File: src/hw/cut_pkg.sv
package cut_pkg;

  ////////////////////////////////////////////////////////////
  // Clock and reference timing
  localparam int unsigned CLK_FREQ_KHZ = 100000;
  localparam int unsigned REF_FREQ_KHZ = 6780;
  localparam logic [16:0] REF_ACC_STEP = 17'(REF_FREQ_KHZ);
  localparam logic [16:0] REF_ACC_WRAP = 17'(CLK_FREQ_KHZ);

  ////////////////////////////////////////////////////////////
  // Register offsets
  localparam logic [15:0] OFS_DIV_LOW = 16'h631b;
  localparam logic [15:0] OFS_RELOAD_UP = 16'h631c;
  localparam logic [15:0] OFS_RELOAD_LO = 16'h631d;
  localparam logic [15:0] OFS_COUNT_UP = 16'h631e;
  localparam logic [15:0] OFS_COUNT_LO = 16'h631f;
  localparam logic [15:0] OFS_MODE = 16'h6310;
  localparam logic [15:0] OFS_CTRL = 16'h6311;
  localparam logic [15:0] OFS_IRQ_STS = 16'h6312;
  localparam logic [15:0] OFS_IRQ_MASK = 16'h6313;

  ////////////////////////////////////////////////////////////
  // Field positions
  localparam int unsigned CTRL_START_BIT = 0;
  localparam int unsigned CTRL_STOP_BIT = 1;
  localparam int unsigned CTRL_RUN_BIT = 0;
  localparam int unsigned IRQ_EXPIRED_BIT = 0;
  localparam int unsigned IRQ_RELOADED_BIT = 1;
  localparam int unsigned IRQ_W = 2;

  ////////////////////////////////////////////////////////////
  // Gating codes
  localparam logic [1:0] GATE_NONE = 2'h0;
  localparam logic [1:0] GATE_SIGNAL = 2'h1;
  localparam logic [1:0] GATE_AUX = 2'h2;

  ////////////////////////////////////////////////////////////
  // Reset values
  localparam logic [7:0] RST_DIV_LOW = 8'h00;
  localparam logic [15:0] RST_RELOAD = 16'h0000;
  localparam logic [15:0] RST_COUNT = 16'h0000;
  localparam logic [6:0] RST_MODE = 7'h00;
  localparam logic [1:0] RST_IRQ = 2'h0;
  localparam logic [11:0] RST_DIV_CNT = 12'h000;

  typedef struct packed {
    logic [1:0] gating_select;
    logic auto_reload_enable;
    logic [3:0] divider_high_nibble;
  } cut_mode_t;

  typedef enum logic {
    ST_IDLE,
    ST_RUN
  } cut_state_t;

endpackage

File: src/hw/cut_divider.sv
`timescale 1ns/1ps
`default_nettype none

module cut_divider (
  input wire logic clk_sys_i,
  input wire logic rst_n_i,
  input wire logic clear_i,
  input wire logic ref_tick_i,
  input wire logic [11:0] divisor_i,
  output logic tick_o
);

  logic [11:0] cnt_q;
  logic [11:0] last;
  logic wrap;

  // Divisor zero is taken as one, so the timer never hangs
  always_comb begin
    last = (divisor_i == 12'h000) ? 12'h000 : divisor_i - 12'h001;
    wrap = (cnt_q >= last);
  end

  always_ff @(posedge clk_sys_i or negedge rst_n_i) begin
    if (!rst_n_i) begin
      cnt_q <= cut_pkg::RST_DIV_CNT;
    end else if (clear_i) begin
      cnt_q <= cut_pkg::RST_DIV_CNT;
    end else if (ref_tick_i) begin
      cnt_q <= wrap ? cut_pkg::RST_DIV_CNT : cnt_q + 12'h001;
    end
  end

  assign tick_o = ref_tick_i && wrap && !clear_i; // [RL1]

endmodule // cut_divider

`default_nettype wire

File: src/hw/cut_timer.sv
`timescale 1ns/1ps
`default_nettype none

// Notes on behaviour
// RL1 - Tick rate is reference over prescaler
// RL2 - Prescaler is mode nibble plus low byte
// RL3 - Reload value held in two bytes
// RL4 - Start event loads counter from reload
// RL5 - Reload writes wait for next start; with auto reload the next wrap also loads them
// RL6 - Live count readable as two bytes
// RL7 - Gating: none, signal pin, aux pin
// RL8 - No auto reload: stop at zero, flag
// RL9 - Auto reload: reload at zero, continue
module cut_timer (
  input wire logic clk_sys_i,
  input wire logic rst_n_i,
  input wire logic [15:0] reg_addr_i,
  input wire logic [7:0] reg_wdata_i,
  input wire logic reg_wr_i,
  input wire logic reg_rd_i,
  output logic [7:0] reg_rdata_o,
  input wire logic signal_input_pin_i,
  input wire logic auxiliary_gate_pin_i,
  output logic running_o,
  output logic timer_expired_flag_o,
  output logic irq_o
);

  ////////////////////////////////////////////////////////////
  // Declarations

  logic [7:0] divider_low_byte_q;
  cut_pkg::cut_mode_t mode_q;
  logic [7:0] reload_upper_byte_q;
  logic [7:0] reload_lower_byte_q;
  logic [15:0] count_q;
  logic [15:0] count_d;
  cut_pkg::cut_state_t state_q;
  cut_pkg::cut_state_t state_d;
  logic [16:0] ref_acc_q;
  logic [16:0] ref_acc_sum;
  logic ref_tick;
  logic [11:0] divisor;
  logic [15:0] reload_value;
  logic div_tick;
  logic gate_open;
  logic count_tick;
  logic start_evt;
  logic stop_evt;
  logic expire_evt;
  logic reload_evt;
  logic [cut_pkg::IRQ_W-1:0] irq_sts_q;
  logic [cut_pkg::IRQ_W-1:0] irq_mask_q;
  logic [cut_pkg::IRQ_W-1:0] irq_set;
  logic [cut_pkg::IRQ_W-1:0] irq_clr;
  logic [7:0] rdata_q;
  logic [7:0] rdata_d;
  logic count_at_zero;
  logic count_at_one;
  logic count_step;
  logic div_clear;
  logic sel_div_low;
  logic sel_mode;
  logic sel_reload_up;
  logic sel_reload_lo;
  logic sel_ctrl;
  logic sel_irq_sts;
  logic sel_irq_mask;
  logic wr_div_low;
  logic wr_mode;
  logic wr_reload_up;
  logic wr_reload_lo;
  logic wr_ctrl;
  logic wr_irq_sts;
  logic wr_irq_mask;

  ////////////////////////////////////////////////////////////
  // Address decode

  // Exact match only, so aliased addresses stay unmapped
  always_comb begin
    sel_div_low = (reg_addr_i == cut_pkg::OFS_DIV_LOW);
    sel_mode = (reg_addr_i == cut_pkg::OFS_MODE);
    sel_reload_up = (reg_addr_i == cut_pkg::OFS_RELOAD_UP);
    sel_reload_lo = (reg_addr_i == cut_pkg::OFS_RELOAD_LO);
    sel_ctrl = (reg_addr_i == cut_pkg::OFS_CTRL);
    sel_irq_sts = (reg_addr_i == cut_pkg::OFS_IRQ_STS);
    sel_irq_mask = (reg_addr_i == cut_pkg::OFS_IRQ_MASK);
  end

  // Count bytes get no write enable: writes there are dropped
  always_comb begin
    wr_div_low = reg_wr_i && sel_div_low;
    wr_mode = reg_wr_i && sel_mode;
    wr_reload_up = reg_wr_i && sel_reload_up;
    wr_reload_lo = reg_wr_i && sel_reload_lo;
    wr_ctrl = reg_wr_i && sel_ctrl;
    wr_irq_sts = reg_wr_i && sel_irq_sts;
    wr_irq_mask = reg_wr_i && sel_irq_mask;
  end

  ////////////////////////////////////////////////////////////
  // Register writes

  always_ff @(posedge clk_sys_i or negedge rst_n_i) begin
    if (!rst_n_i) begin
      divider_low_byte_q <= cut_pkg::RST_DIV_LOW;
    end else if (wr_div_low) begin
      divider_low_byte_q <= reg_wdata_i;
    end
  end

  always_ff @(posedge clk_sys_i or negedge rst_n_i) begin
    if (!rst_n_i) begin
      mode_q <= cut_pkg::RST_MODE;
    end else if (wr_mode) begin
      mode_q <= reg_wdata_i[6:0];
    end
  end

  // Reload bytes only feed the counter on a start or a wrap
  always_ff @(posedge clk_sys_i or negedge rst_n_i) begin
    if (!rst_n_i) begin
      reload_upper_byte_q <= cut_pkg::RST_RELOAD[15:8];
    end else if (wr_reload_up) begin
      reload_upper_byte_q <= reg_wdata_i; // [RL3] [RL5]
    end
  end

  always_ff @(posedge clk_sys_i or negedge rst_n_i) begin
    if (!rst_n_i) begin
      reload_lower_byte_q <= cut_pkg::RST_RELOAD[7:0];
    end else if (wr_reload_lo) begin
      reload_lower_byte_q <= reg_wdata_i; // [RL3] [RL5]
    end
  end

  always_ff @(posedge clk_sys_i or negedge rst_n_i) begin
    if (!rst_n_i) begin
      irq_mask_q <= cut_pkg::RST_IRQ;
    end else if (wr_irq_mask) begin
      irq_mask_q <= reg_wdata_i[cut_pkg::IRQ_W-1:0];
    end
  end

  // Stop wins when both control bits are written at once
  always_comb begin
    start_evt = 1'b0;
    stop_evt = 1'b0;
    if (wr_ctrl) begin
      stop_evt = reg_wdata_i[cut_pkg::CTRL_STOP_BIT];
      start_evt = reg_wdata_i[cut_pkg::CTRL_START_BIT] && !stop_evt;
    end
  end

  ////////////////////////////////////////////////////////////
  // Reference tick and prescaler

  // Fractional accumulator keeps the long-run rate exact
  always_comb begin
    ref_acc_sum = ref_acc_q + cut_pkg::REF_ACC_STEP;
    ref_tick = (ref_acc_sum >= cut_pkg::REF_ACC_WRAP);
  end

  always_ff @(posedge clk_sys_i or negedge rst_n_i) begin
    if (!rst_n_i) begin
      ref_acc_q <= '0;
    end else if (ref_tick) begin
      ref_acc_q <= ref_acc_sum - cut_pkg::REF_ACC_WRAP; // [RL1]
    end else begin
      ref_acc_q <= ref_acc_sum;
    end
  end

  assign divisor = {mode_q.divider_high_nibble, divider_low_byte_q}; // [RL2]
  assign reload_value = {reload_upper_byte_q, reload_lower_byte_q};

  // Prescale phase restarts with each start, so the first tick is a full period
  assign div_clear = start_evt || (state_q != cut_pkg::ST_RUN);

  cut_divider u_divider (
    .clk_sys_i(clk_sys_i),
    .rst_n_i(rst_n_i),
    .clear_i(div_clear),
    .ref_tick_i(ref_tick),
    .divisor_i(divisor),
    .tick_o(div_tick)
  );

  ////////////////////////////////////////////////////////////
  // Gating

  // Reserved code counts like ungated mode
  always_comb begin
    case (mode_q.gating_select) // [RL7]
      cut_pkg::GATE_NONE: gate_open = 1'b1;
      cut_pkg::GATE_SIGNAL: gate_open = signal_input_pin_i;
      cut_pkg::GATE_AUX: gate_open = auxiliary_gate_pin_i;
      default: gate_open = 1'b1;
    endcase
  end

  assign count_tick = div_tick && gate_open;

  ////////////////////////////////////////////////////////////
  // Counter and run state

  assign count_at_zero = (count_q == 16'h0000);
  assign count_at_one = (count_q == 16'h0001);
  assign count_step = (state_q == cut_pkg::ST_RUN) && !stop_evt && !start_evt && count_tick;

  // In auto reload mode the flag marks the wrap itself, once a period;
  // a zero reload value expires on every tick
  always_comb begin
    expire_evt = 1'b0;
    reload_evt = 1'b0;
    if (count_step) begin
      if (count_at_zero) begin
        expire_evt = 1'b1; // [RL9]
        reload_evt = mode_q.auto_reload_enable; // [RL9]
      end else if (count_at_one) begin
        expire_evt = !mode_q.auto_reload_enable; // [RL8]
      end
    end
  end

  // Stop freezes the count so firmware can read where it halted
  always_comb begin
    count_d = count_q;
    if (start_evt) begin
      count_d = reload_value; // [RL4]
    end else if (count_step) begin
      if (reload_evt) begin
        count_d = reload_value; // [RL9]
      end else if (!count_at_zero) begin
        count_d = count_q - 16'h0001;
      end
    end
  end

  always_comb begin
    state_d = state_q;
    case (state_q)
      cut_pkg::ST_IDLE: begin
        if (start_evt) begin
          state_d = cut_pkg::ST_RUN; // [RL4]
        end
      end
      cut_pkg::ST_RUN: begin
        if (stop_evt) begin
          state_d = cut_pkg::ST_IDLE;
        end else if (expire_evt && !mode_q.auto_reload_enable) begin
          state_d = cut_pkg::ST_IDLE; // [RL8]
        end
      end
      default: begin
        state_d = cut_pkg::ST_IDLE;
      end
    endcase
  end

  always_ff @(posedge clk_sys_i or negedge rst_n_i) begin
    if (!rst_n_i) begin
      count_q <= cut_pkg::RST_COUNT;
    end else begin
      count_q <= count_d;
    end
  end

  always_ff @(posedge clk_sys_i or negedge rst_n_i) begin
    if (!rst_n_i) begin
      state_q <= cut_pkg::ST_IDLE;
    end else begin
      state_q <= state_d;
    end
  end

  assign running_o = (state_q == cut_pkg::ST_RUN);

  ////////////////////////////////////////////////////////////
  // Interrupt status

  always_comb begin
    irq_set = '0;
    irq_set[cut_pkg::IRQ_EXPIRED_BIT] = expire_evt; // [RL8]
    irq_set[cut_pkg::IRQ_RELOADED_BIT] = reload_evt; // [RL9]
  end

  // Write one to clear; zero bits leave the status alone
  always_comb begin
    irq_clr = '0;
    if (wr_irq_sts) begin
      irq_clr = reg_wdata_i[cut_pkg::IRQ_W-1:0];
    end
  end

  // A new event in the clearing cycle survives the clear
  always_ff @(posedge clk_sys_i or negedge rst_n_i) begin
    if (!rst_n_i) begin
      irq_sts_q <= cut_pkg::RST_IRQ;
    end else begin
      irq_sts_q <= (irq_sts_q & ~irq_clr) | irq_set;
    end
  end

  assign timer_expired_flag_o = irq_sts_q[cut_pkg::IRQ_EXPIRED_BIT];
  assign irq_o = |(irq_sts_q & irq_mask_q);

  ////////////////////////////////////////////////////////////
  // Read path

  always_comb begin
    rdata_d = 8'h00;
    if (reg_rd_i) begin
      case (reg_addr_i)
        cut_pkg::OFS_DIV_LOW: rdata_d = divider_low_byte_q;
        cut_pkg::OFS_RELOAD_UP: rdata_d = reload_upper_byte_q;
        cut_pkg::OFS_RELOAD_LO: rdata_d = reload_lower_byte_q;
        cut_pkg::OFS_COUNT_UP: rdata_d = count_q[15:8]; // [RL6]
        cut_pkg::OFS_COUNT_LO: rdata_d = count_q[7:0]; // [RL6]
        cut_pkg::OFS_MODE: rdata_d = {1'b0, mode_q};
        cut_pkg::OFS_CTRL: rdata_d[cut_pkg::CTRL_RUN_BIT] = running_o;
        cut_pkg::OFS_IRQ_STS: rdata_d[cut_pkg::IRQ_W-1:0] = irq_sts_q;
        cut_pkg::OFS_IRQ_MASK: rdata_d[cut_pkg::IRQ_W-1:0] = irq_mask_q;
        default: rdata_d = 8'h00;
      endcase
    end
  end

  // Data stands only in the cycle after the read strobe
  always_ff @(posedge clk_sys_i or negedge rst_n_i) begin
    if (!rst_n_i) begin
      rdata_q <= 8'h00;
    end else begin
      rdata_q <= rdata_d;
    end
  end

  assign reg_rdata_o = rdata_q;

endmodule // cut_timer

`default_nettype wire

File: config.mk
export PLATFORM = sky130hd
export DESIGN_NAME = cut_timer
export DESIGN_NICKNAME = d
export VERILOG_FILES = /design/src/hw/cut_pkg.sv /design/src/hw/cut_divider.sv /design/src/hw/cut_timer.sv
export SDC_FILE = /design/constraint.sdc
export NUM_CORES = 1
export LEC_CHECK = 0
export ABC_AREA = 1
export BUFFER_PORTS_ARGS = -buffer_cell sky130_fd_sc_hd__buf_2
export CORE_ASPECT_RATIO = 1.5
export CORE_MARGIN = 4
export CORE_UTILIZATION = 40
export CTS_BUF_LIST = sky130_fd_sc_hd__clkbuf_4 sky130_fd_sc_hd__clkbuf_8 sky130_fd_sc_hd__clkbuf_16
export CTS_CLUSTER_SIZE = 14
export DETAILED_ROUTE_END_ITERATION = 10
export PLACE_DENSITY = 0.54
export SYNTH_ARGS = -nofsm -noshare
export SYNTH_HDL_FRONTEND = slang
export SYNTH_SLANG_ARGS = --single-unit
File: constraint.sdc
create_clock -name clk_sys_i -period 3.64 [get_ports clk_sys_i]
set_clock_uncertainty 0.2 [all_clocks]
set_input_delay 0.728 -clock clk_sys_i [delete_from_list [all_inputs] [get_ports clk_sys_i]]
set_output_delay 0.728 -clock clk_sys_i [all_outputs]
set_load 0.005 [all_outputs]
Word level (Yosys, flattened, before mapping):

Cells that the tools add are included.

* $lt $le $gt $ge: 2
* $add $sub $neg: 5
* bitwise logic cells: 5
* equality and inequality tests: 13
* muxes and demuxes: 26
* reduce and logical (&&, ||, !) cells: 27

Operators by type and width (number)
* == test 16 x 15 -> 1 bit (second input constant): 9
* 2-to-1 mux 16 bit: 4
* 2-to-1 mux 12 bit: 4
* case mux 6 bit (6 select lines): 1
* adder 17 x 13 -> 17 bit (second input constant): 1
* greater-or-equal comparator 17 bit (second input constant): 1
* 2-to-1 mux 17 bit: 1
* subtractor 17 bit (second input constant): 1
* == test 16 x 1 -> 1 bit (second input constant): 1
* zero test 16 bit: 1
* subtractor 16 x 1 -> 16 bit (second input constant): 1
* logical AND 1 bit: 15
* adder 12 x 1 -> 12 bit (second input constant): 1
* greater-or-equal comparator 12 bit: 1
* zero test 12 bit: 1
* subtractor 12 x 1 -> 12 bit (second input constant): 1
* 2-to-1 mux 1 bit: 10
* case mux 1 bit (9 select lines): 1
* 2-to-1 mux 8 bit: 1
* case mux 1 bit (8 select lines): 1
* zero test 1 bit: 5
* AND 2 bit: 2
* case mux 1 bit (2 select lines): 2
* nonzero test 2 bit: 2
* other kinds (10): 10

* output and inout bits: 11
* input port bits: 30
* word-level logic and storage cells: 91
* register bits after elaboration: 89

Depth between registers and ports, before layout:

Gate-level depths: netlist of the first run.

* depth in word-level cells: 13
* depth in mapped cells: 23
* mapped depth without buffers: 22

Modules after synthesis:

From an unflattened synthesis of the first run, not the netlist that was laid out.

* cell total of the unflattened synthesis: 926
* area, all modules: 6508.7 um2

Modules (own cells, without submodules)
* cut_timer: times used 1, area an instance 5087.4 um2, sequential area each 1876.8 um2, cells each 725
* cut_divider: times used 1, area an instance 1421.4 um2, sequential area each 300.3 um2, cells each 201

Least setup slack after synthesis of the first run:

OpenSTA, ideal clock, no wires.

* path type: reg-to-reg
* start: register divider_low_byte_q[0]
* end: register count_q[5]
* clock period less this slack: 3.321 ns
* data required time: 3.323 ns
* buffers on the path: 1
* stages on the path, launching flop included: 24
* slack: 0.319 ns
* setup time: 0.117 ns
* arrival time: 3.003 ns
* cell sequence: dfrtp_1 > inv_1 > ha_1 > inv_1 > nor2_1 > inv_1 > nor2_1 > nand2_1 > o21ai_0 > nand3b_1 > ha_1 > nand2_1 > nor2_1 > and2_1 > nand2_1 > nand3_1 > nor2_1 > nor3_2 > nand4_4 > nand2_4 > buf_12 > nand2_2 > nand3_1 > nand2_1

* cells in the longest elaborated chain, start to end: 11
* elaborated cells on any way between the ends: 15
* classes of those cells: add/sub: 1; order compare: 1; eq/ne: 1; mux: 5; reduce/logical: 7

Ends and longest elaborated chain
* from (decl): RTL line cut_timer.sv:32 `logic [7:0] divider_low_byte_q;`
* from (signal assigned): RTL line cut_timer.sv:107 `divider_low_byte_q <= cut_pkg::RST_DIV_LOW;`
* from (signal assigned): RTL line cut_timer.sv:109 `divider_low_byte_q <= reg_wdata_i;`
* subtractor 12 x 1 -> 12 bit / zero test 12 bit (equally long branches): RTL line cut_divider.sv:19 `last = (divisor_i == 12'h000) ? 12'h000 : divisor_i - 12'h001;`
* 2-to-1 mux 12 bit *: RTL line cut_divider.sv:19
* greater-or-equal comparator 12 bit *: RTL line cut_divider.sv:20 `wrap = (cnt_q >= last);`
* logical AND 1 bit * (2 in series): RTL line cut_divider.sv:33 `assign tick_o = ref_tick_i && wrap && !clear_i;`
* logical AND 1 bit *: RTL line cut_timer.sv:203 `assign count_tick = div_tick && gate_open;`
* logical AND 1 bit *: RTL line cut_timer.sv:210 `assign count_step = (state_q == cut_pkg::ST_RUN) && !stop_evt && !start_evt && count_tick;`
* 2-to-1 mux 1 bit: RTL line cut_timer.sv:217 `if (count_step) begin`
* 2-to-1 mux 16 bit: RTL line cut_timer.sv:233 `if (reload_evt) begin`
* 2-to-1 mux 16 bit: RTL line cut_timer.sv:232 `end else if (count_step) begin`
* 2-to-1 mux 16 bit: RTL line cut_timer.sv:230 `if (start_evt) begin`
* to (signal assigned): RTL line cut_timer.sv:264 `count_q <= cut_pkg::RST_COUNT;`
* to (signal assigned): RTL line cut_timer.sv:266 `count_q <= count_d;`
* to (decl): RTL line cut_timer.sv:36 `logic [15:0] count_q;`

Every way passes the cells marked *; elsewhere a longest branch is shown, timed or not. The select of a mux whose other input is x is not followed.
A chain may end at the register's enable or synchronous reset.

Worst setup path after layout of the first run:

* start: register divider_low_byte_q[0]
* end: register count_q[14]

Same word-level chain as after synthesis.

==> impl_metrics.json, run 1 <==
{
  "status": "completed",
  "synth_cell_types": 50,
  "startpoint": "divider_low_byte_q[0]",
  "grt_pass1_vias": 5312,
  "critPathArrivalTime_ns": 3.42,
  "dpl_worst_slack_ns": -0.0462,
  "worst_slack_ns": 0.306,
  "powerDensity_nw_per_um2": 309,
  "grt_pass1_wl_um": 27500,
  "layout_commonest_cell": "nand2_1",
  "synth-edff-count": 0,
  "instances_no_fill": 1046,
  "ios": 41,
  "grt_max_degree": 45,
  "place_inst": 1028,
  "synth_top_flop_cell": "dfrtp_1",
  "cts_tree": "done",
  "async_flop_share_pct": 100,
  "avgViaCountPerCell": 5.16,
  "fin_crit_ns": 3.33,
  "drc": 0,
  "num-fill-cells": 1468,
  "die_w_um": 107,
  "mostFrequentLayoutCells": "nand2_1 (189), inv_1 (126), dfrtp_1 (87)",
  "critPathKind": "flop to flop",
  "avgSynthCellArea_um2": 7.35,
  "grt_use_total_pct": 21.1,
  "route.detailed.wl_per_inst_um": 16.2,
  "max_slew.worst_pin.slew_ns": 0.678,
  "critPathRequiredTime_ns": 3.73,
  "drt_pass1_iterations": 5,
  "drv_slew": 0,
  "r2r-start": "divider_low_byte_q[0]",
  "leakagePower_uw": 0.00339,
  "ctsHoldBuffers": 0,
  "clk_latency_ns": 0.35,
  "drt_iter0_markers": 427,
  "routed_wl_um": 16900,
  "critPathCaptureType": "flop",
  "ant_nets": 0,
  "period_share_pct": 91.6,
  "initial_core_util_pct": 41.2,
  "gp_routability_congestion": 0.947,
  "setup_viol": 0,
  "numCtsBuffers": 9,
  "die_y_um": 156,
  "numPortBuffers": 40,
  "crit_fanout": 17,
  "dp_hpwl_um": 13200,
  "clockBufferDepth": 2,
  "clock_sinks": 87,
  "max-cap-violations": 0,
  "h-tree-depth": 3,
  "ir_worst_vdd_mv": 0.243,
  "ys_ff_latch": 87,
  "relSlewSlack_pct": 53.6,
  "path_clk_slew_ns": 0.07,
  "nets": 902,
  "num_rows": 53,
  "dieArea_um2": 16700,
  "cts_root_buffer": "clkbuf_16",
  "syn_area_um2": 5850,
  "area_growth_pct": 14.8,
  "yosysWarnings": 0,
  "syn_inst": 795,
  "finalHoldViolCount": 0,
  "yosysSeqAreaShare_pct": 37.2,
  "antenna_found_initial": 0,
  "final_layout_size_suffix_gt1_share_pct": 14.2,
  "max_freq_ghz": 0.300,
  "start_kind": "flop",
  "diodes": 0,
  "coreArea_um2": 14200,
  "vias": 5399,
  "gr-total-overflow": 0,
  "syn_nets": 848,
  "hold_class": "input port to asynchronous set/reset pin"
}
logic make-up after synthesis:
family	after synthesis	share of synthesized area, %
flops	87	37.2
mux	1	0.171
compound gates	107	10.3
simple gates	407	33.0
buf+inv	140	9.61
xor+xnor	30	4.75
fa+ha+maj	23	4.92
Yosys cell counts (4+ instances only):
library cell	instances	share of area (%)
a21oi_1	17	1.5
nand2_4	7	1.3
nor2_1	75	4.8
nand4_1	13	1.4
xnor2_1	6	0.90
ha_1	23	4.9
nor3_1	14	1.2
nand2_1	189	12
nor4_1	4	0.43
o21ai_0	54	4.6
a2111oi_0	4	0.60
o22ai_1	19	2.0
o21ai_1	4	0.34
xor2_1	22	3.3
inv_1	126	8.1
dfrtp_1	87	37
clkbuf_1	5	0.32
nand2_2	17	1.8
nand3_1	65	5.6
area by class of cell:
class	count	area, um2	area share (%)
Clock inverter	7	103	1.53
Clock buffer	9	225	3.36
Tap cell	192	240	3.58
Timing Repair Buffer	54	337	5.01
Inverter	129	487	7.25
Multi-Input combinational cell	568	3140	46.8
Sequential cell	87	2180	32.4
critical path: stages, from the launching register on:
cell	delay, ns
dfrtp_1	0.38
inv_1	0.12
ha_1	0.18
inv_1	0.05
nor2_1	0.14
inv_1	0.08
nor2_2	0.11
buf_4	0.12
xor2_1	0.14
nand2_1	0.08
ha_1	0.28
nand2_1	0.07
nor2_2	0.14
and2_1	0.13
nand2_1	0.05
nand3_1	0.08
nor2_2	0.06
nor3_4	0.23
nand4_4	0.19
buf_6	0.21
nand3_1	0.08
nand3_1	0.09
nand2_1	0.07
metal layers:
layer  GRT usage, %  wire length (um)  vias up
li1               -                 -     2673
met1           25.2              6850     2517
met2           36.8              8600      168
met3           2.57               691       41
met4           11.4               789        0
met5              0                 0        -
per-stage QoR:
step	hold slack, ns	power, uW	TNS (ns)	cell area [um2]	utilization (%)
global route	0.239	2140	-0.00977	6710	47.3
detailed placement	0.274	1050	-0.336	6330	44.6
finish	0.192	2070	0	6710	47.3
floorplan	0.232	1000	0	5850	-
global placement	0.270	1050	0	6330	44.6
CTS	0.206	2100	0	6670	47.0
flip-flops by register name, indices dropped and copies added, names as in the netlist, 4 cells and up:
register	flops
reg_rdata_o	8
divider_low_byte_q	8
count_q	16
divisor	4
ref_acc_q	15
u_divider.cnt_q	12
reload_upper_byte_q	8
reload_lower_byte_q	8
timing repair:
action,in CTS,in global routing
setup buffers,0,2
pin swaps,0,2
setup endpoints to repair,16,24
cloned,0,0
gates resized for setup,2,8
report_power, final:
| group | total [uW] | switching, uW | leakage [uW] | internal, uW |
|---|---|---|---|---|
| registers | 966 | 0.167 | 0.00116 | 966 |
| logic | 66.4 | 46.8 | 0.00206 | 19.5 |
| clock network | 1040 | 429 | 0.000162 | 612 |
final timing paths:
check                                         end  slack [ns]  cells after the start
setup / recovery                      count_q[14]        0.31                     22
hold / removal                 u_divider.cnt_q[3]        0.19                      1
setup reg to reg                      count_q[14]        0.31                     22
hold reg to reg            reload_lower_byte_q[2]        0.29                      2
max in group asynchronous              count_q[8]        2.38                      2
min in group clk_sys_i     reload_lower_byte_q[2]        0.29                      2
Note: power is estimated with default switching activity, not from simulation.
==> run 2: changes to the inputs <==
--- a/config.mk
+++ b/config.mk
@@ -6,7 +6,7 @@
 export NUM_CORES = 1
 export LEC_CHECK = 0
 export ABC_AREA = 1
-export BUFFER_PORTS_ARGS = -buffer_cell sky130_fd_sc_hd__buf_2
+export BUFFER_PORTS_ARGS = -buffer_cell sky130_fd_sc_hd__buf_4
 export CORE_ASPECT_RATIO = 1.5
 export CORE_MARGIN = 4
 export CORE_UTILIZATION = 40
==> impl_metrics.json, run 2 (synthesis results as in run 1) <==
{
  "critPathKind": "flop to flop",
  "mostFrequentLayoutCells": "nand2_1 (189), inv_1 (125), dfrtp_1 (87)",
  "numCtsBuffers": 9,
  "r2r_setup_slack_ns": 0.29,
  "clockBufferDepth": 2,
  "ff_latch_area_um2": 2180,
  "numPortBuffers": 40,
  "cp_slowest_cell": "dfrtp_1",
  "num-fill-cells": 1452,
  "slowest_delay_ns": 0.37,
  "route.detailed.wl_per_inst_um": 16.5,
  "die_w_um": 107,
  "place_area_um2": 6420,
  "worst_slack_ns": 0.294,
  "gp_routability_congestion": 0.951,
  "layout_commonest_cell": "nand2_1",
  "max_freq_ghz": 0.299,
  "final_layout_size_suffix_gt1_share_pct": 14.4,
  "drc": 0,
  "gr-total-overflow": 0,
  "clock_sinks": 87,
  "dp_hpwl_um": 13400,
  "reg2reg_depth": 22,
  "start_kind": "flop",
  "ios": 41,
  "grt_use_total_pct": 21.6,
  "drt_iter0_markers": 332,
  "ant_nets": 0,
  "startpoint": "divider_low_byte_q[1]",
  "period_share_pct": 91.9,
  "critPathCaptureType": "flop",
  "finalHoldViolCount": 0,
  "ctsHoldBuffers": 0,
  "nets": 903,
  "endpoint": "count_q[15]",
  "drv_slew": 0,
  "leakagePower_uw": 0.00340,
  "setup_viol": 0,
  "h-tree-depth": 3,
  "grt_max_degree": 45,
  "largest-register": "count_q",
  "path_clk_slew_ns": 0.06,
  "ir_worst_vdd_mv": 0.183,
  "clk_latency_ns": 0.34,
  "num_rows": 53,
  "largest_reg_flops": 16,
  "area_growth_pct": 16.2,
  "status": "completed",
  "diodes": 0,
  "worstReg2RegEnd": "count_q[15]",
  "dieArea_um2": 16700,
  "crit_fanout": 16,
  "critPathRequiredTime_ns": 3.67,
  "multi_input_area_um2": 3140,
  "cts_root_buffer": "clkbuf_16",
  "dpl_worst_slack_ns": 0.0784,
  "critPathArrivalTime_ns": 3.38,
  "grt_pass1_wl_um": 28100,
  "final_util_pct": 47.8,
  "crit_path_cell_trace": "inv_1 -> buf_4 -> ha_1 -> nand2_1 -> nor3_1 -> and3_1 -> or2_2 -> ha_1 -> inv_1 -> o21bai_1 -> nand2_1 -> nand2_1 -> nand2_1 -> nand3_1 -> nor2_2 -> nor3_2 -> buf_4 -> nand4_2 -> nand2_4 -> inv_4 -> nand2_1 -> nand2_1",
  "antenna_found_initial": 0,
  "die_y_um": 156,
  "fin_crit_ns": 3.35,
  "largestRegisters": "count_q (16), ref_acc_q (15), u_divider.cnt_q (12)",
  "routed_wl_um": 17300,
  "hold_class": "input port to asynchronous set/reset pin",
  "crit_top_cell": "nand2_1",
  "drt_pass1_iterations": 7,
  "max_slew.worst_pin.slew_ns": 0.608,
  "max-cap-violations": 0,
  "cts_tree": "done",
  "fin_area_um2": 6790,
  "initial_core_util_pct": 41.2,
  "holdWs_ns": 0.198,
  "r2r-start": "divider_low_byte_q[1]",
  "vias": 5432,
  "grt_pass1_vias": 5396,
  "coreArea_um2": 14200,
  "relSlewSlack_pct": 58.4,
  "powerDensity_nw_per_um2": 296,
  "avgViaCountPerCell": 5.19
}
-- run 2: cell count changes in the layout (fill, tap and decap cells not counted), sizes merged --
cell	delta
buf	+1
bufinv	-1
clkbuf	+1
clkinv	+1
clkinvlp	+1
inv	-2
-- run 2: how the worst min path moves through the flow --
stage / from / endpoint / slack (ns) / cells after the start
floorplan: rst_n_i / count_q[0] / 0.23 / 0
global placement: count_q[15] / count_q[15] / 0.26 / 2
detailed placement: count_q[15] / count_q[15] / 0.27 / 2
CTS: rst_n_i / u_divider.cnt_q[1] / 0.21 / 1
global route: rst_n_i / u_divider.cnt_q[0] / 0.23 / 1
finish: rst_n_i / u_divider.cnt_q[0] / 0.20 / 1
-- run 2: stage by stage --
stage	total power (uW)	TNS [ns]	instances
after global placement	1060	0	1027
final	2010	0	1047
after floorplan	1000	0	795
after detailed placement	1060	0	1027
after global routing	2080	-0.0130	1047
after CTS	2040	0	1043
-- run 2: layout make-up --
class / count / area share, %
flip-flops and latches: 87 / 32.1
well taps: 192 / 3.54
inverters: 129 / 7.17
multi-input cells: 568 / 46.2
clock buffers: 10 / 3.52
repair buffers: 55 / 6.50
clock inverters: 6 / 1.01
-- run 2: report_power, final --
part           switching, uW  internal [uW]
clock network            408            555
registers              0.170            967
logic                   49.3           28.1
-- run 2: timing repair --
item | 4_1_cts | 5_1_grt
setup endpoints to repair | 0 | 25
gates resized for setup | 0 | 10
endpoints found under the hold margin | 0 | 0
buffers inserted | 0 | 4
-- run 2: routing by layer --
layer	part of all wire [%]	vias up	GRT usage, %
met5	0	-	0
met4	5.6	0	11.4
met3	4.3	55	3.02
met2	50	168	37.8
met1	40	2530	25.4
li1	-	2679	-
-- run 2: worst max-delay path, delay by kind of cell, from the launching register on --
family,cells,cell delay [ns]
AOI/OAI and AO/OA,1,0.11
adders and majority gates,2,0.48
buffers and inverters,5,0.52
DFF,1,0.37
and+or+nand+nor,14,1.56
==> run 3: changes to the inputs <==
--- a/config.mk
+++ b/config.mk
@@ -9,11 +9,11 @@
 export BUFFER_PORTS_ARGS = -buffer_cell sky130_fd_sc_hd__buf_4
 export CORE_ASPECT_RATIO = 1.5
 export CORE_MARGIN = 4
-export CORE_UTILIZATION = 40
+export CORE_UTILIZATION = 55
 export CTS_BUF_LIST = sky130_fd_sc_hd__clkbuf_4 sky130_fd_sc_hd__clkbuf_8 sky130_fd_sc_hd__clkbuf_16
 export CTS_CLUSTER_SIZE = 14
 export DETAILED_ROUTE_END_ITERATION = 10
-export PLACE_DENSITY = 0.54
+export PLACE_DENSITY = 0.74
 export SYNTH_ARGS = -nofsm -noshare
 export SYNTH_HDL_FRONTEND = slang
 export SYNTH_SLANG_ARGS = --single-unit
==> impl_metrics.json, run 3 (synthesis results as in run 1) <==
{
  "ant_nets": 0,
  "place_inst": 975,
  "start_kind": "flop",
  "initial_core_util_pct": 57.0,
  "final_layout_size_suffix_gt1_share_pct": 17.7,
  "clk_latency_ns": 0.35,
  "instances_no_fill": 1005,
  "combPwrFrac_pct": 3.8,
  "die_y_um": 134,
  "critPathArrivalTime_ns": 3.63,
  "antenna_found_initial": 0,
  "grt_max_degree": 33,
  "p_sw_share_pct": 22.3,
  "ios": 41,
  "power.share.clock_pct": 47.7,
  "drt_pass1_iterations": 6,
  "r2r_setup_slack_ns": 0.1,
  "mostFrequentLayoutCells": "nand2_1 (185), inv_1 (124), dfrtp_1 (87)",
  "critPathKind": "flop to flop",
  "crit_cells": 21,
  "grt_pass1_wl_um": 26500,
  "largestRegisters": "count_q (16), ref_acc_q (15), u_divider.cnt_q (12)",
  "num-fill-cells": 911,
  "period_share_pct": 97.3,
  "nets": 912,
  "vias": 5506,
  "holdWs_ns": 0.109,
  "numPortBuffers": 40,
  "use_met3_pct": 3.42,
  "busiest_layer": "met2",
  "num_rows": 45,
  "crit_path_cell_trace": "nor2_1 -> inv_1 -> nor2_2 -> inv_2 -> nor3_4 -> nand4_1 -> a21oi_1 -> o21ai_1 -> ha_1 -> nand2_2 -> nor2_4 -> and2_4 -> nand2_2 -> nand3_2 -> nor2_4 -> nor3_4 -> nand4_4 -> clkbuf_16 -> nand3_1 -> nand3_1 -> nand2_1",
  "avgViaCountPerCell": 5.48,
  "p_sw_uw": 444,
  "rsz0062_at_grt": "true",
  "r2r-start": "divider_low_byte_q[3]",
  "clockBufferDepth": 2,
  "setup_tns_ns": 0,
  "cts_root_buffer": "clkbuf_16",
  "ir_worst_vdd_mv": 0.243,
  "die_w_um": 92.2,
  "largest-register": "count_q",
  "setup_viol": 0,
  "route.detailed.wl_per_inst_um": 16.7,
  "gr-total-overflow": 0,
  "fin_crit_ns": 3.54,
  "grt_use_met2_pct": 48.7,
  "grt_pass1_vias": 5429,
  "power.total_uw": 1990,
  "max-cap-violations": 0,
  "ctsHoldBuffers": 0,
  "powerDensity_nw_per_um2": 288,
  "hold_class": "input port to asynchronous set/reset pin",
  "diodes": 0,
  "grt_use_total_pct": 27.4,
  "largest_reg_flops": 16,
  "coreArea_um2": 10200,
  "gp_routability_congestion": 0.939,
  "crit_fanout": 8,
  "cellInternalPower_uw": 1550,
  "path_clk_slew_ns": 0.06,
  "max_freq_ghz": 0.282,
  "worstReg2RegEnd": "count_q[6]",
  "leakagePower_uw": 0.00348,
  "startpoint": "divider_low_byte_q[3]",
  "crit_family": "simple AND/OR/NAND/NOR gates",
  "cts_tree": "done",
  "grt.met1_usage_pct": 31.7,
  "numCtsBuffers": 9,
  "cp_slowest_cell": "dfrtp_1",
  "drv_slew": 0,
  "clock_sinks": 87,
  "endpoint": "count_q[6]",
  "h-tree-depth": 3,
  "finalHoldViolCount": 0,
  "area_growth_pct": 18.4,
  "critPathRequiredTime_ns": 3.73,
  "critPathCaptureType": "flop",
  "status": "completed",
  "layout_commonest_cell": "nand2_1",
  "slowest_delay_ns": 0.42,
  "seqPwrFrac_pct": 48.5,
  "reg2reg_depth": 21,
  "drt_iter0_markers": 367,
  "dieArea_um2": 12400,
  "routed_wl_um": 16800,
  "max_slew.worst_pin.slew_ns": 0.620,
  "dp_hpwl_um": 12800,
  "drc": 0,
  "relSlewSlack_pct": 57.6,
  "path_buf_inv": 3
}
==> run 3: changes by cell type in the layout (fill, tap and decap cells not counted), sizes merged <==
cell      change
nand2         +1
clkbuf        +2
inv           +1
clkinvlp      +1
clkinv        -2
buf           +6
==> run 3: through the flow <==
stage	utilization [%]	setup slack, ns	instance area, um2
global route	67.6	-0.151	6920
global placement	61.7	0.126	6320
detailed placement	61.7	-0.0509	6320
floorplan	-	0.319	5850
finish	67.6	0.0985	6920
CTS	65.0	0.00421	6660
==> run 3: cell type report <==
class | instances | area [um2] | area share, %
Timing Repair Buffer | 63 | 524 | 7.57
Inverter | 129 | 487 | 7.03
Tap cell | 141 | 176 | 2.55
Sequential cell | 87 | 2180 | 31.4
Clock buffer | 10 | 239 | 3.45
Clock inverter | 6 | 67.6 | 0.976
Multi-Input combinational cell | 569 | 3250 | 47.0
==> run 3: power by group through the flow <==
stage | sequential, uW | clock, uW | combinational, uW
6_report | 967 | 950 | 76.2
5_1_grt | 966 | 1000 | 85.6
4_1_cts | 967 | 958 | 75.2
3_5_place_dp | 985 | 0 | 75.0
3_3_place_gp | 985 | 0 | 73.4
2_1_floorplan | 985 | 0 | 18.9
==> run 3: what timing repair did <==
| item | 4_1_cts | 5_1_grt |
|---|---|---|
| gates resized for setup | 1 | 39 |
| endpoints found under the setup margin | 16 | 30 |
| cloned | 0 | 3 |
| pin swaps | 2 | 31 |
| setup buffers | 3 | 8 |
==> run 3: how the worst min path moves through the flow <==
stage / start / to / slack [ns] / cells after the start
after floorplan: rst_n_i / count_q[0] / 0.23 / 0
after global placement: reload_lower_byte_q[4] / reload_lower_byte_q[4] / 0.27 / 2
after detailed placement: reload_upper_byte_q[1] / reload_upper_byte_q[1] / 0.27 / 2
after CTS: rst_n_i / u_divider.cnt_q[4] / 0.12 / 1
after global routing: rst_n_i / u_divider.cnt_q[4] / 0.14 / 1
final: rst_n_i / u_divider.cnt_q[4] / 0.11 / 1
==> run 3: per-layer routing <==
layer	up-vias	wire length [um]
li1	2690	-
met3	59	651
met4	0	928
met1	2598	6730
met5	-	0
met2	159	8460
==> run 3: worst register-to-register path: cells and delay by family, from the launching register on <==
| kind | cells | cell delay (ns) |
|---|---|---|
| simple gates | 15 | 1.86 |
| buf+inv | 3 | 0.43 |
| flops | 1 | 0.42 |
| fa+ha+maj | 1 | 0.33 |
| compound gates | 2 | 0.26 |
